**src/verilog/result_fifo.sv**
```systemverilog
// The result buffer module sits beside the control logic that feeds it.
```
**src/verilog/mux_adc_pkg.sv**
```systemverilog
// Constants, types and state codes shared by the converter control block.
package mux_adc_pkg;

  localparam int CLOCK_NS            = 40;
  localparam int SWITCH_OFF_DELAY_NS = 200;
  localparam int SWITCH_ON_DELAY_NS  = 600;
  localparam int SWITCH_OFF_CYCLES   =
    (SWITCH_OFF_DELAY_NS + CLOCK_NS - 1) / CLOCK_NS;
  localparam int SWITCH_ON_CYCLES    =
    (SWITCH_ON_DELAY_NS + CLOCK_NS - 1) / CLOCK_NS;
  localparam int TIMER_W             = 8;

  localparam int CTRL_W      = 4;
  localparam int ADDR_W      = 3;
  localparam int CHANNELS    = 8;
  localparam int RESULT_W    = 12;
  localparam int FIFO_DEPTH  = 8;
  localparam int PIN_COUNT   = 5;

  localparam logic [1:0]          HOLD_EDGE_INDEX = 2'h1;
  localparam logic [3:0]          MSB_INDEX       = 4'hB;
  localparam logic [3:0]          LSB_FIRST_START = 4'h1;
  localparam logic [RESULT_W-1:0] DAC_MID_CODE    = 12'h800;
  localparam logic [RESULT_W-1:0] RESULT_RESET    = 12'h000;
  localparam logic [CTRL_W-1:0]   CTRL_RESET      = 4'h0;
  localparam logic [CHANNELS-1:0] CHANNELS_OFF    = 8'h00;
  localparam logic [PIN_COUNT-1:0] PIN_SYNC_RESET = 5'h06;

  typedef struct packed {
    logic              enable;
    logic [ADDR_W-1:0] addr;
  } control_word_t;

  typedef enum {
    CONV_IDLE,
    CONV_SAMPLE,
    CONV_RUN,
    CONV_LSB_FIRST,
    CONV_ZEROS
  } conv_state_t;

endpackage

```
**src/verilog/mux_adc_serial_control.sv**
```systemverilog
// Selector switching, serial port and conversion sequencer of the converter.
`timescale 1ns/1ns
module mux_adc_serial_control
  import mux_adc_pkg::*;
(
  input  wire logic                clock,
  input  wire logic                srst,
  input  wire logic                shift_clock_pin,
  input  wire logic                selector_select_n,
  input  wire logic                converter_select_n,
  input  wire logic                data_in,
  input  wire logic                comparator_above,
  input  wire logic                result_ready,
  output logic                     data_out,
  output logic                     data_out_oe_n,
  output logic [CHANNELS-1:0]      channel_on,
  output logic                     converter_active,
  output logic                     sample_track,
  output logic [RESULT_W-1:0]      dac_code,
  output logic                     conversion_refused,
  output logic                     result_valid,
  output logic [RESULT_W-1:0]      result_data
);
  logic [PIN_COUNT-1:0] pin_raw;
  logic [PIN_COUNT-1:0] pin_meta;
  logic [PIN_COUNT-1:0] pin_sync;
  logic [PIN_COUNT-1:0] pin_prev;
  logic                 sclk_rise;
  logic                 sclk_fall;
  logic                 sel_high;
  logic                 sel_fall;
  logic                 conv_high;
  logic                 conv_fall;
  logic                 din_s;
  logic                 comp_s;
  logic [CTRL_W-1:0]    shift_word;
  control_word_t        applied;
  logic [TIMER_W-1:0]   switch_timer;
  conv_state_t          state;
  logic [1:0]           edge_count;
  logic [3:0]           bit_idx;
  logic [RESULT_W-1:0]  result;
  logic                 push_valid;
  logic [RESULT_W-1:0]  push_data;
  logic                 fifo_in_ready;

  assign pin_raw = {comparator_above, data_in, converter_select_n,
                    selector_select_n, shift_clock_pin};

  // Every pin crosses two flops; edges compare the second stage against a third flop.
  for (genvar i = 0; i < PIN_COUNT; i++) begin : g_sync
    always_ff @(posedge clock) begin
      if (srst) begin
        pin_meta[i] <= PIN_SYNC_RESET[i];
        pin_sync[i] <= PIN_SYNC_RESET[i];
        pin_prev[i] <= PIN_SYNC_RESET[i];
      end else begin
        pin_meta[i] <= pin_raw[i];
        pin_sync[i] <= pin_meta[i];
        pin_prev[i] <= pin_sync[i];
      end
    end
  end

  assign sclk_rise = pin_sync[0] && !pin_prev[0];
  assign sclk_fall = !pin_sync[0] && pin_prev[0];
  assign sel_high  = pin_sync[1];
  assign sel_fall  = !pin_sync[1] && pin_prev[1];
  assign conv_high = pin_sync[2];
  assign conv_fall = !pin_sync[2] && pin_prev[2];
  assign din_s     = pin_sync[3];
  assign comp_s    = pin_sync[4];

  // Longer words simply push older bits out of the top.
  always_ff @(posedge clock) begin
    if (srst) begin
      shift_word <= CTRL_RESET;
    end else if (sel_high && sclk_rise) begin
      shift_word <= {shift_word[CTRL_W-2:0], din_s};
    end
  end

  always_ff @(posedge clock) begin
    if (srst) begin
      applied <= CTRL_RESET;
    end else if (sel_fall) begin
      applied <= shift_word;
    end
  end

  always_ff @(posedge clock) begin
    if (srst) begin
      switch_timer <= TIMER_W'(SWITCH_ON_CYCLES);
    end else if (sel_fall) begin
      switch_timer <= '0;
    end else if (switch_timer != TIMER_W'(SWITCH_ON_CYCLES)) begin
      switch_timer <= switch_timer + 1'b1;
    end
  end

  // Old channel stays on until the off delay, giving the open gap.
  always_ff @(posedge clock) begin
    if (srst) begin
      channel_on <= CHANNELS_OFF;
    end else if (switch_timer == TIMER_W'(SWITCH_OFF_CYCLES - 1)) begin
      channel_on <= CHANNELS_OFF;
    end else if (switch_timer == TIMER_W'(SWITCH_ON_CYCLES - 1)) begin
      if (applied.enable) begin
        channel_on <= CHANNELS'(1) << applied.addr;
      end else begin
        channel_on <= CHANNELS_OFF;
      end
    end
  end

  // A full buffer refuses the conversion rather than lose a result.
  always_ff @(posedge clock) begin
    if (srst || conv_high) begin
      state <= CONV_IDLE;
    end else if (conv_fall) begin
      state <= fifo_in_ready ? CONV_SAMPLE : CONV_ZEROS;
    end else if (sclk_fall) begin
      case (state)
        CONV_SAMPLE: begin
          if (edge_count == HOLD_EDGE_INDEX) begin
            state <= CONV_RUN;
          end
        end
        CONV_RUN: begin
          if (bit_idx == '0) begin
            state <= CONV_LSB_FIRST;
          end
        end
        CONV_LSB_FIRST: begin
          if (bit_idx == MSB_INDEX) begin
            state <= CONV_ZEROS;
          end
        end
        CONV_ZEROS: state <= CONV_ZEROS;
        default:    state <= CONV_IDLE;
      endcase
    end
  end

  always_ff @(posedge clock) begin
    if (srst || conv_fall) begin
      edge_count <= '0;
    end else if (sclk_fall && state == CONV_SAMPLE) begin
      edge_count <= edge_count + 2'h1;
    end
  end

  always_ff @(posedge clock) begin
    if (srst) begin
      conversion_refused <= 1'b0;
    end else if (conv_fall) begin
      conversion_refused <= !fifo_in_ready;
    end
  end

  // Successive approximation: one decision per falling shift edge.
  always_ff @(posedge clock) begin
    if (srst) begin
      dac_code <= RESULT_RESET;
      bit_idx  <= MSB_INDEX;
      result   <= RESULT_RESET;
    end else if (sclk_fall) begin
      case (state)
        CONV_SAMPLE: begin
          if (edge_count == HOLD_EDGE_INDEX) begin
            dac_code <= DAC_MID_CODE;
            bit_idx  <= MSB_INDEX;
          end
        end
        CONV_RUN: begin
          dac_code[bit_idx] <= comp_s;
          if (bit_idx != '0) begin
            dac_code[bit_idx - 4'h1] <= 1'b1;
            bit_idx <= bit_idx - 4'h1;
          end else begin
            result  <= {dac_code[RESULT_W-1:1], comp_s};
            bit_idx <= LSB_FIRST_START;
          end
        end
        CONV_LSB_FIRST: bit_idx <= bit_idx + 4'h1;
        default: bit_idx <= bit_idx;
      endcase
    end
  end

  always_ff @(posedge clock) begin
    if (srst) begin
      push_valid <= 1'b0;
      push_data  <= RESULT_RESET;
    end else begin
      push_valid <= sclk_fall && state == CONV_RUN && bit_idx == '0;
      push_data  <= {dac_code[RESULT_W-1:1], comp_s};
    end
  end

  always_ff @(posedge clock) begin
    if (srst || conv_high) begin
      data_out <= 1'b0;
    end else if (conv_fall) begin
      data_out <= 1'b0;
    end else if (sclk_fall) begin
      case (state)
        CONV_RUN:       data_out <= comp_s;
        CONV_LSB_FIRST: data_out <= result[bit_idx];
        default:        data_out <= 1'b0;
      endcase
    end
  end

  // Driving at once on select fall keeps well ahead of the sixth edge.
  always_ff @(posedge clock) begin
    if (srst || conv_high) begin
      data_out_oe_n <= 1'b1;
    end else if (conv_fall) begin
      data_out_oe_n <= 1'b0;
    end
  end

  always_ff @(posedge clock) begin
    if (srst || conv_high) begin
      converter_active <= 1'b0;
    end else if (conv_fall) begin
      converter_active <= fifo_in_ready;
    end else if (sclk_fall && state == CONV_RUN && bit_idx == '0) begin
      converter_active <= 1'b0;
    end
  end

  always_ff @(posedge clock) begin
    if (srst || conv_high) begin
      sample_track <= 1'b0;
    end else if (conv_fall) begin
      sample_track <= fifo_in_ready;
    end else if (sclk_fall && state == CONV_SAMPLE
                 && edge_count == HOLD_EDGE_INDEX) begin
      sample_track <= 1'b0;
    end
  end

  result_fifo #(
    .WIDTH (RESULT_W),
    .DEPTH (FIFO_DEPTH)
  ) u_fifo (
    .clock     (clock),
    .srst      (srst),
    .in_valid  (push_valid),
    .in_data   (push_data),
    .in_ready  (fifo_in_ready),
    .out_valid (result_valid),
    .out_data  (result_data),
    .out_ready (result_ready)
  );
endmodule // mux_adc_serial_control

// Result buffer with a registered output stage.
module result_fifo #(
  parameter int WIDTH = 12,
  parameter int DEPTH = 8
) (
  input  wire logic             clock,
  input  wire logic             srst,
  input  wire logic             in_valid,
  input  wire logic [WIDTH-1:0] in_data,
  output logic                  in_ready,
  output logic                  out_valid,
  output logic      [WIDTH-1:0] out_data,
  input  wire logic             out_ready
);
  localparam int PW = (DEPTH > 1) ? $clog2(DEPTH) : 1;
  localparam int CW = $clog2(DEPTH + 1);
  localparam logic [CW-1:0] FULL = CW'(DEPTH);
  localparam logic [PW-1:0] LAST = PW'(DEPTH - 1);

  logic [WIDTH-1:0] mem [DEPTH];
  logic [PW-1:0]    wptr;
  logic [PW-1:0]    rptr;
  logic [CW-1:0]    count;
  logic             push;
  logic             pop;

  assign in_ready = (count != FULL);
  assign push     = in_valid && in_ready;
  assign pop      = (count != '0) && (!out_valid || out_ready);

  always_ff @(posedge clock) begin
    if (push) begin
      mem[wptr] <= in_data;
    end
  end

  always_ff @(posedge clock) begin
    if (srst) begin
      wptr <= '0;
      rptr <= '0;
    end else begin
      if (push) begin
        wptr <= (wptr == LAST) ? '0 : wptr + 1'b1;
      end
      if (pop) begin
        rptr <= (rptr == LAST) ? '0 : rptr + 1'b1;
      end
    end
  end

  always_ff @(posedge clock) begin
    if (srst) begin
      count <= '0;
    end else if (push && !pop) begin
      count <= count + 1'b1;
    end else if (pop && !push) begin
      count <= count - 1'b1;
    end
  end

  // The output stage adds one word of room beyond DEPTH.
  always_ff @(posedge clock) begin
    if (srst) begin
      out_valid <= 1'b0;
      out_data  <= '0;
    end else if (pop) begin
      out_valid <= 1'b1;
      out_data  <= mem[rptr];
    end else if (out_ready) begin
      out_valid <= 1'b0;
    end
  end
endmodule // result_fifo

```
**config.mk**
```make
export PLATFORM = sky130hd
export DESIGN_NAME = mux_adc_serial_control
export DESIGN_NICKNAME = d
export VERILOG_FILES = /design/src/verilog/result_fifo.sv /design/src/verilog/mux_adc_pkg.sv /design/src/verilog/mux_adc_serial_control.sv
export SDC_FILE = /design/constraint.sdc
export NUM_CORES = 1
export LEC_CHECK = 0
export ABC_AREA = 1
export BUFFER_PORTS_ARGS = -buffer_cell sky130_fd_sc_hd__buf_2
export CORE_AREA = 5 5 124 126
export CTS_CLUSTER_DIAMETER = 80
export DETAILED_ROUTE_END_ITERATION = 16
export DIE_AREA = 0 0 129 131
export PLACE_DENSITY = 0.82
export RECOVER_POWER = 100
export SYNTH_ARGS = -nofsm -noshare
export SYNTH_HDL_FRONTEND = slang
export SYNTH_HIERARCHICAL = 1
export SYNTH_SLANG_ARGS = --single-unit
```
**constraint.sdc**
```tcl
create_clock -name clock -period 5.7 [get_ports clock]
set_input_delay 1.14 -clock clock [delete_from_list [all_inputs] [get_ports clock]]
set_output_delay 1.14 -clock clock [all_outputs]
set_load 0.01 [all_outputs]
```
==> flow_metrics.tcl, run 1 <==
set metrics [dict create \
    status "complete, but fails checks" \
    violations "max-capacitance violations, max-slew violations" \
    syn_nets 1053 \
    ys_types 37 \
    grt_use_met2_pct 40.0 \
    syn_area_um2 8930 \
    grt_most_used_layer "met2" \
    dpl.hpwl_um 12100 \
    cts_buffer_depth 3 \
    cap_violations 2 \
    areaGrowthSynthToFinish_pct 9.88 \
    synth_top_cell_by_area "edfxtp_1" \
    fin_crit_ps 3650 \
    grt_pass1_vias 6328 \
    ctsHoldBuffers 0 \
    cp_max_fo 18 \
    clock_latency_ps 490 \
    coreArea_um2 14200 \
    n_antenna_cell 0 \
    cts_root_buffer "clkbuf_16" \
    met1_usage_pct 30.9 \
    grtUsageTotal_pct 23.3 \
    dpl_cell_area_um2 9250 \
    wl_per_cell_um 15.2 \
    drcViolationCount 0 \
    rrSetupSlack_ps 2430 \
    tns_ps 0 \
    cts_made_buffers 21 \
    end_kind "register" \
    wl_um 19300 \
    worstMarginPinSlew_ps 1790 \
    io_buffers 45 \
    htree_levels 1 \
    fp-row-count 44 \
    start_kind "input pin" \
    firstDrtPassIters 5 \
    synth-main-ff-cell "dfxtp_1" \
    ir_drop_mv 0.234 \
    hold_violations 0 \
    num_vias 6817 \
    fill_cells 1144 \
    cts.sinks 207 \
    syn_avg_cell_area_um2 8.69 \
    final_nets 1097 \
    fin_skew_ps 16.8 \
    drv_slew 45 \
    yosys_warnings 6 \
    die_h_um 131 \
    cts.clk_slew.worst_paths_ps 60 \
    post_cts_buffers 0 \
    max_slew_margin_pct -20.5 \
    final_area_um2 9810 \
    worst-setup-path-type "input pin to register" \
    crit_required_ps 6110 \
    tritoncts "done" \
    synthTopCellsByArea "edfxtp_1, dfxtp_1, nand2_1, inv_1, nand3_1" \
    max_freq_ghz 0.274 \
    ioPinCount 46 \
    grt_use_met3_pct 3.50 \
    antenna_left 0 \
    post-route-period-util_pct 64.0 \
    synth_edf_count 96 \
    power_density_nw_per_um2 405 \
    seq_area_frac_synth_pct 57.2 \
    floorplan.initialDensity_pct 62.9 \
    fp.dieW_um 129 \
    antenna_found_initial 0 \
    detail_route.iter0.violations 606 \
    grt_pass1_wl_um 31300 \
    overflow 0 \
    crit_arrival_ps 4050 \
    cts_resized 0 \
    synthArstFlopShare_pct 0 \
    leakage_nw 4.23 \
    layout-drive-gt1-share_pct 6.35 \
    hp-class "register to register" \
    grt_setup_unrepaired "no" \
    grt_max_degree 52 \
    via_per_inst 5.37 \
    synth_top_area_share_pct 32.3 \
    synth-seq-cells 207 \
    syn_inst 1028 \
    place.gp.congestion 0.860 \
    setup_violations 0 \
    dieArea_um2 16900 \
]
## placed cells by master, fill, tap and decap left out, types with 3 or more instances in the layout
cell type and count:
a21oi_1 57, clkbuf_16 23, o21ai_0 60, o21ai_1 9, xor2_1 4, nand2_1 253
clkinv_2 6, buf_2 7, ha_1 16, inv_2 7, a22o_1 7, dfxtp_1 111
nor2_4 5, nand3_1 98, edfxtp_1 96, nand2_4 3, clkbuf_8 3, or2_2 5
inv_1 159, clkbuf_1 48, nor2_1 86
## report_power, final
part	leakage (nW)	internal, W	switching, W
Clock	0.339	0.000774	0.000548
Combinational	2.09	0.000288	0.000614
Sequential	1.79	0.00164	0.000114
## layer usage
metal | wire [µm] | share of wire [%]
met1 | 8120 | 42
met2 | 9390 | 49
met3 | 1430 | 7.4
met4 | 399 | 2.1
met5 | 0 | 0
## critical path: stages
cell and delay, ps:
buf_2 100, o21ai_0 1340, ha_1 380, inv_1 100
ha_1 310, or2_2 310, nand2_1 70, nand3_1 70
nand2_1 60, nand2_1 40, a21oi_1 120
## synth_stat cells, types with 2 or more instances
| master | count |
|---|---|
| a211oi_1 | 2 |
| a21oi_1 | 57 |
| a22o_1 | 7 |
| buf_2 | 12 |
| buf_4 | 5 |
| buf_6 | 6 |
| clkbuf_1 | 10 |
| dfxtp_1 | 111 |
| edfxtp_1 | 96 |
| ha_1 | 16 |
| inv_1 | 157 |
| inv_2 | 9 |
| nand2_1 | 251 |
| nand2_2 | 3 |
| nand2_4 | 3 |
| nand3_1 | 97 |
| nand3_2 | 3 |
| nor2_1 | 84 |
| nor2_2 | 3 |
| nor2_4 | 5 |
| nor3_1 | 2 |
| o21ai_0 | 50 |
| o21ai_1 | 18 |
| or2_2 | 5 |
| xor2_1 | 4 |
## path summary, 6_finish.rpt
path	start	endpoint	depth (start not counted)
hold reg to reg	pin_meta[3]	din_s	2
hold / removal	pin_meta[3]	din_s	2
setup / recovery	result_ready	u_fifo/count[3]	11
setup reg to reg	u_fifo/out_valid	u_fifo/count[3]	11
## cells by family after synthesis
logic type	after synthesis	synth area share, %
simple gates	459	22.1
flops	207	57.2
buf+inv	200	9.29
compound gates	140	8.46
fa+ha+maj	17	2.47
xor+xnor	5	0.490
## sequential cells by signal, indices dropped and copies added, names as in the netlist, 2 cells and up
signal and count:
applied 4, bit_idx 4, channel_on 8, dac_code 12, edge_count 2, pin_meta 5, pin_prev 3, push_data 12
result 12, shift_word 4, state 3, switch_timer 8, u_fifo/count 4, u_fifo/mem 96, u_fifo/out_data 12, u_fifo/rptr 3
u_fifo/wptr 3
## metrics by stage
step	setup slack (ps)	utilization (%)	instances	total power (W)	hold slack, ps
floorplan	2980	-	1028	0.00249	388
global placement	2710	65.1	1233	0.00266	390
detailed placement	2640	65.1	1233	0.00269	394
CTS	3140	69.9	1270	0.00402	402
global route	1730	69.1	1270	0.00420	414
finish	2050	69.1	1270	0.00398	402
## cell type report
class | instances | area [µm²] | share of cell area [%]
Sequential cell | 207 | 5100 | 52.0
Multi-Input combinational cell | 621 | 2950 | 30.1
Clock inverter | 8 | 46.3 | 0.472
Inverter | 166 | 623 | 6.35
Tap cell | 184 | 230 | 2.35
Clock buffer | 29 | 629 | 6.42
Timing Repair Buffer | 55 | 223 | 2.27
Power figures use the tool's default switching activity.
==> run 2, diff against run 1 <==
Settings changed: CORE_AREA 5 5 124 126 to 5 5 134 136, DIE_AREA 0 0 129 131 to 0 0 139 141, PLACE_DENSITY 0.82 to 0.75.
Clock period 5.7 ns to 3 ns, I/O delays scaled along.
==> run 2 against run 1 <==
The run now ends clean; first-iteration DRC count shrank 14%; critical endpoint unchanged; die area grew 16%; wire length shrank 2.7%; sequential power grew 85%; flip-flop and latch count is the same.
==> flow_metrics.tcl, run 2 (synthesis results as in run 1) <==
set metrics [dict create \
    post_cts_buffers 0 \
    final_cells 1319 \
    p_comb_share_pct 23.3 \
    r2r_cells 13 \
    dpl.hpwl_um 12100 \
    grtUsageTotal_pct 19.1 \
    fill_cells 1480 \
    fin_skew_ps 11.3 \
    antenna_found_initial 0 \
    fp-row-count 48 \
    wl_um 18800 \
    hp-class "input pin to register" \
    intPower_w 0.00544 \
    top_register "u_fifo/mem" \
    place.gp.congestion 0.856 \
    grt_max_degree 51 \
    dpl_cell_area_um2 9340 \
    cts.clk_slew.worst_paths_ps 60 \
    end_kind "register" \
    power_density_nw_per_um2 788 \
    crit_arrival_ps 2710 \
    via_per_inst 5.05 \
    drcViolationCount 0 \
    ioPinCount 46 \
    setup_violations 0 \
    max_freq_ghz 0.438 \
    switching_share_pct 31.1 \
    layout-drive-gt1-share_pct 6.95 \
    worst-setup-path-type "register to register" \
    tns_ps 0 \
    fin_crit_ps 2290 \
    grt_pass1_vias 6286 \
    cts_made_buffers 22 \
    final_nets 1103 \
    cp_slowest_cell "dfxtp_1" \
    overflow 0 \
    wl_per_cell_um 14.3 \
    antenna_left 0 \
    cts.sinks 207 \
    ctsHoldBuffers 0 \
    path_delay_family "simple AND/OR/NAND/NOR gates" \
    num_vias 6667 \
    status "finished clean" \
    rrSetupSlack_ps 710 \
    multiInputGateArea_um2 2980 \
    fp.dieW_um 139 \
    cts_root_buffer "clkbuf_16" \
    cap_violations 0 \
    crit_path_frequent_cell "nand2_1" \
    dp_cells 1279 \
    hold_violations 0 \
    cp_max_fo 7 \
    p_sw_w 0.00246 \
    drv_slew 0 \
    largest_reg_flops 96 \
    hold_depth 2 \
    coreArea_um2 16800 \
    firstDrtPassIters 5 \
    clock_latency_ps 490 \
    max_slew_margin_pct 29.4 \
    dieArea_um2 19600 \
    crit_buf_inv 2 \
    detail_route.iter0.violations 519 \
    post-route-period-util_pct 76.2 \
    layout_common_cells "nand2_1, inv_1, dfxtp_1" \
    ir_drop_mv 0.685 \
    grt_setup_unrepaired "no" \
    areaGrowthSynthToFinish_pct 12.3 \
    cts_resized 0 \
    crit_required_ps 3420 \
    die_h_um 141 \
    slowest_delay_ps 350 \
    htree_levels 1 \
    start_kind "register" \
    worstMarginPinSlew_ps 1060 \
    grt_pass1_wl_um 30900 \
    path_cells "nor2_1 -> nand3_1 -> nand2_1 -> inv_1 -> ha_1 -> inv_1 -> ha_1 -> or2_2 -> nand2_1 -> nand3_1 -> nand2_1 -> nand2_1 -> a21oi_1" \
    cts_buffer_depth 3 \
    clkPwrFrac_pct 35.6 \
    n_antenna_cell 0 \
    worst-path-stages 13 \
    seqPwrFrac_pct 41.1 \
    final_area_um2 10000 \
    leakage_nw 4.32 \
    floorplan.initialDensity_pct 53.1 \
    regArea_um2 5100 \
    io_buffers 45 \
    layout_commonest_cell "nand2_1" \
    tritoncts "done" \
]
## run 2: cell types whose count changed in the layout (fill, tap and decap cells not counted), moves of 2 or more
cell / before / now
clkbuf_1: 48 / 52
o21ai_1: 9 / 6
clkbuf_8: 3 / 8
clkinv_2: 6 / 2
o21ai_0: 60 / 62
buf_4: 2 / 4
## run 2: worst paths after layout
kind                      start              end
max             u_fifo/count[0]  u_fifo/count[3]
min          converter_select_n      pin_meta[2]
max reg2reg     u_fifo/count[0]  u_fifo/count[3]
min reg2reg         pin_meta[0]      pin_sync[0]
## run 2: layer usage
| metal | track usage, % | part of all wire [%] | vias up |
|---|---|---|---|
| li1 | - | - | 3389 |
| met1 | 25.4 | 44 | 3062 |
| met4 | 6.13 | 2.0 | 0 |
| met3 | 2.78 | 5.6 | 34 |
| met2 | 32.4 | 48 | 182 |
| met5 | 0 | 0 | - |
## run 2: power by group through the flow
stage / registers [W] / clock network [W] / logic [W]
global placement: 0.00329 / 0 / 0.00182
CTS: 0.00324 / 0.00287 / 0.00187
global route: 0.00327 / 0.00299 / 0.00209
finish: 0.00324 / 0.00281 / 0.00184
floorplan: 0.00333 / 0 / 0.00140
detailed placement: 0.00330 / 0 / 0.00185
## run 2: final cells by class
type	instances	area share, %
sequential	207	50.9
clock buffer	35	7.20
clock inverter	5	0.636
timing repair buffer	60	2.48
tap	225	2.81
inverter	166	6.21
multi-input combinational	621	29.7
## run 2: through the flow
stage | setup slack [ps] | total power (W) | util, % | hold slack (ps)
2_1_floorplan | 822 | 0.00473 | - | 388
3_3_place_gp | 857 | 0.00511 | 55.6 | 389
3_5_place_dp | 759 | 0.00516 | 55.6 | 395
4_1_cts | 742 | 0.00799 | 60.2 | 277
5_1_grt | 438 | 0.00834 | 59.6 | 288
6_report | 715 | 0.00790 | 59.6 | 294
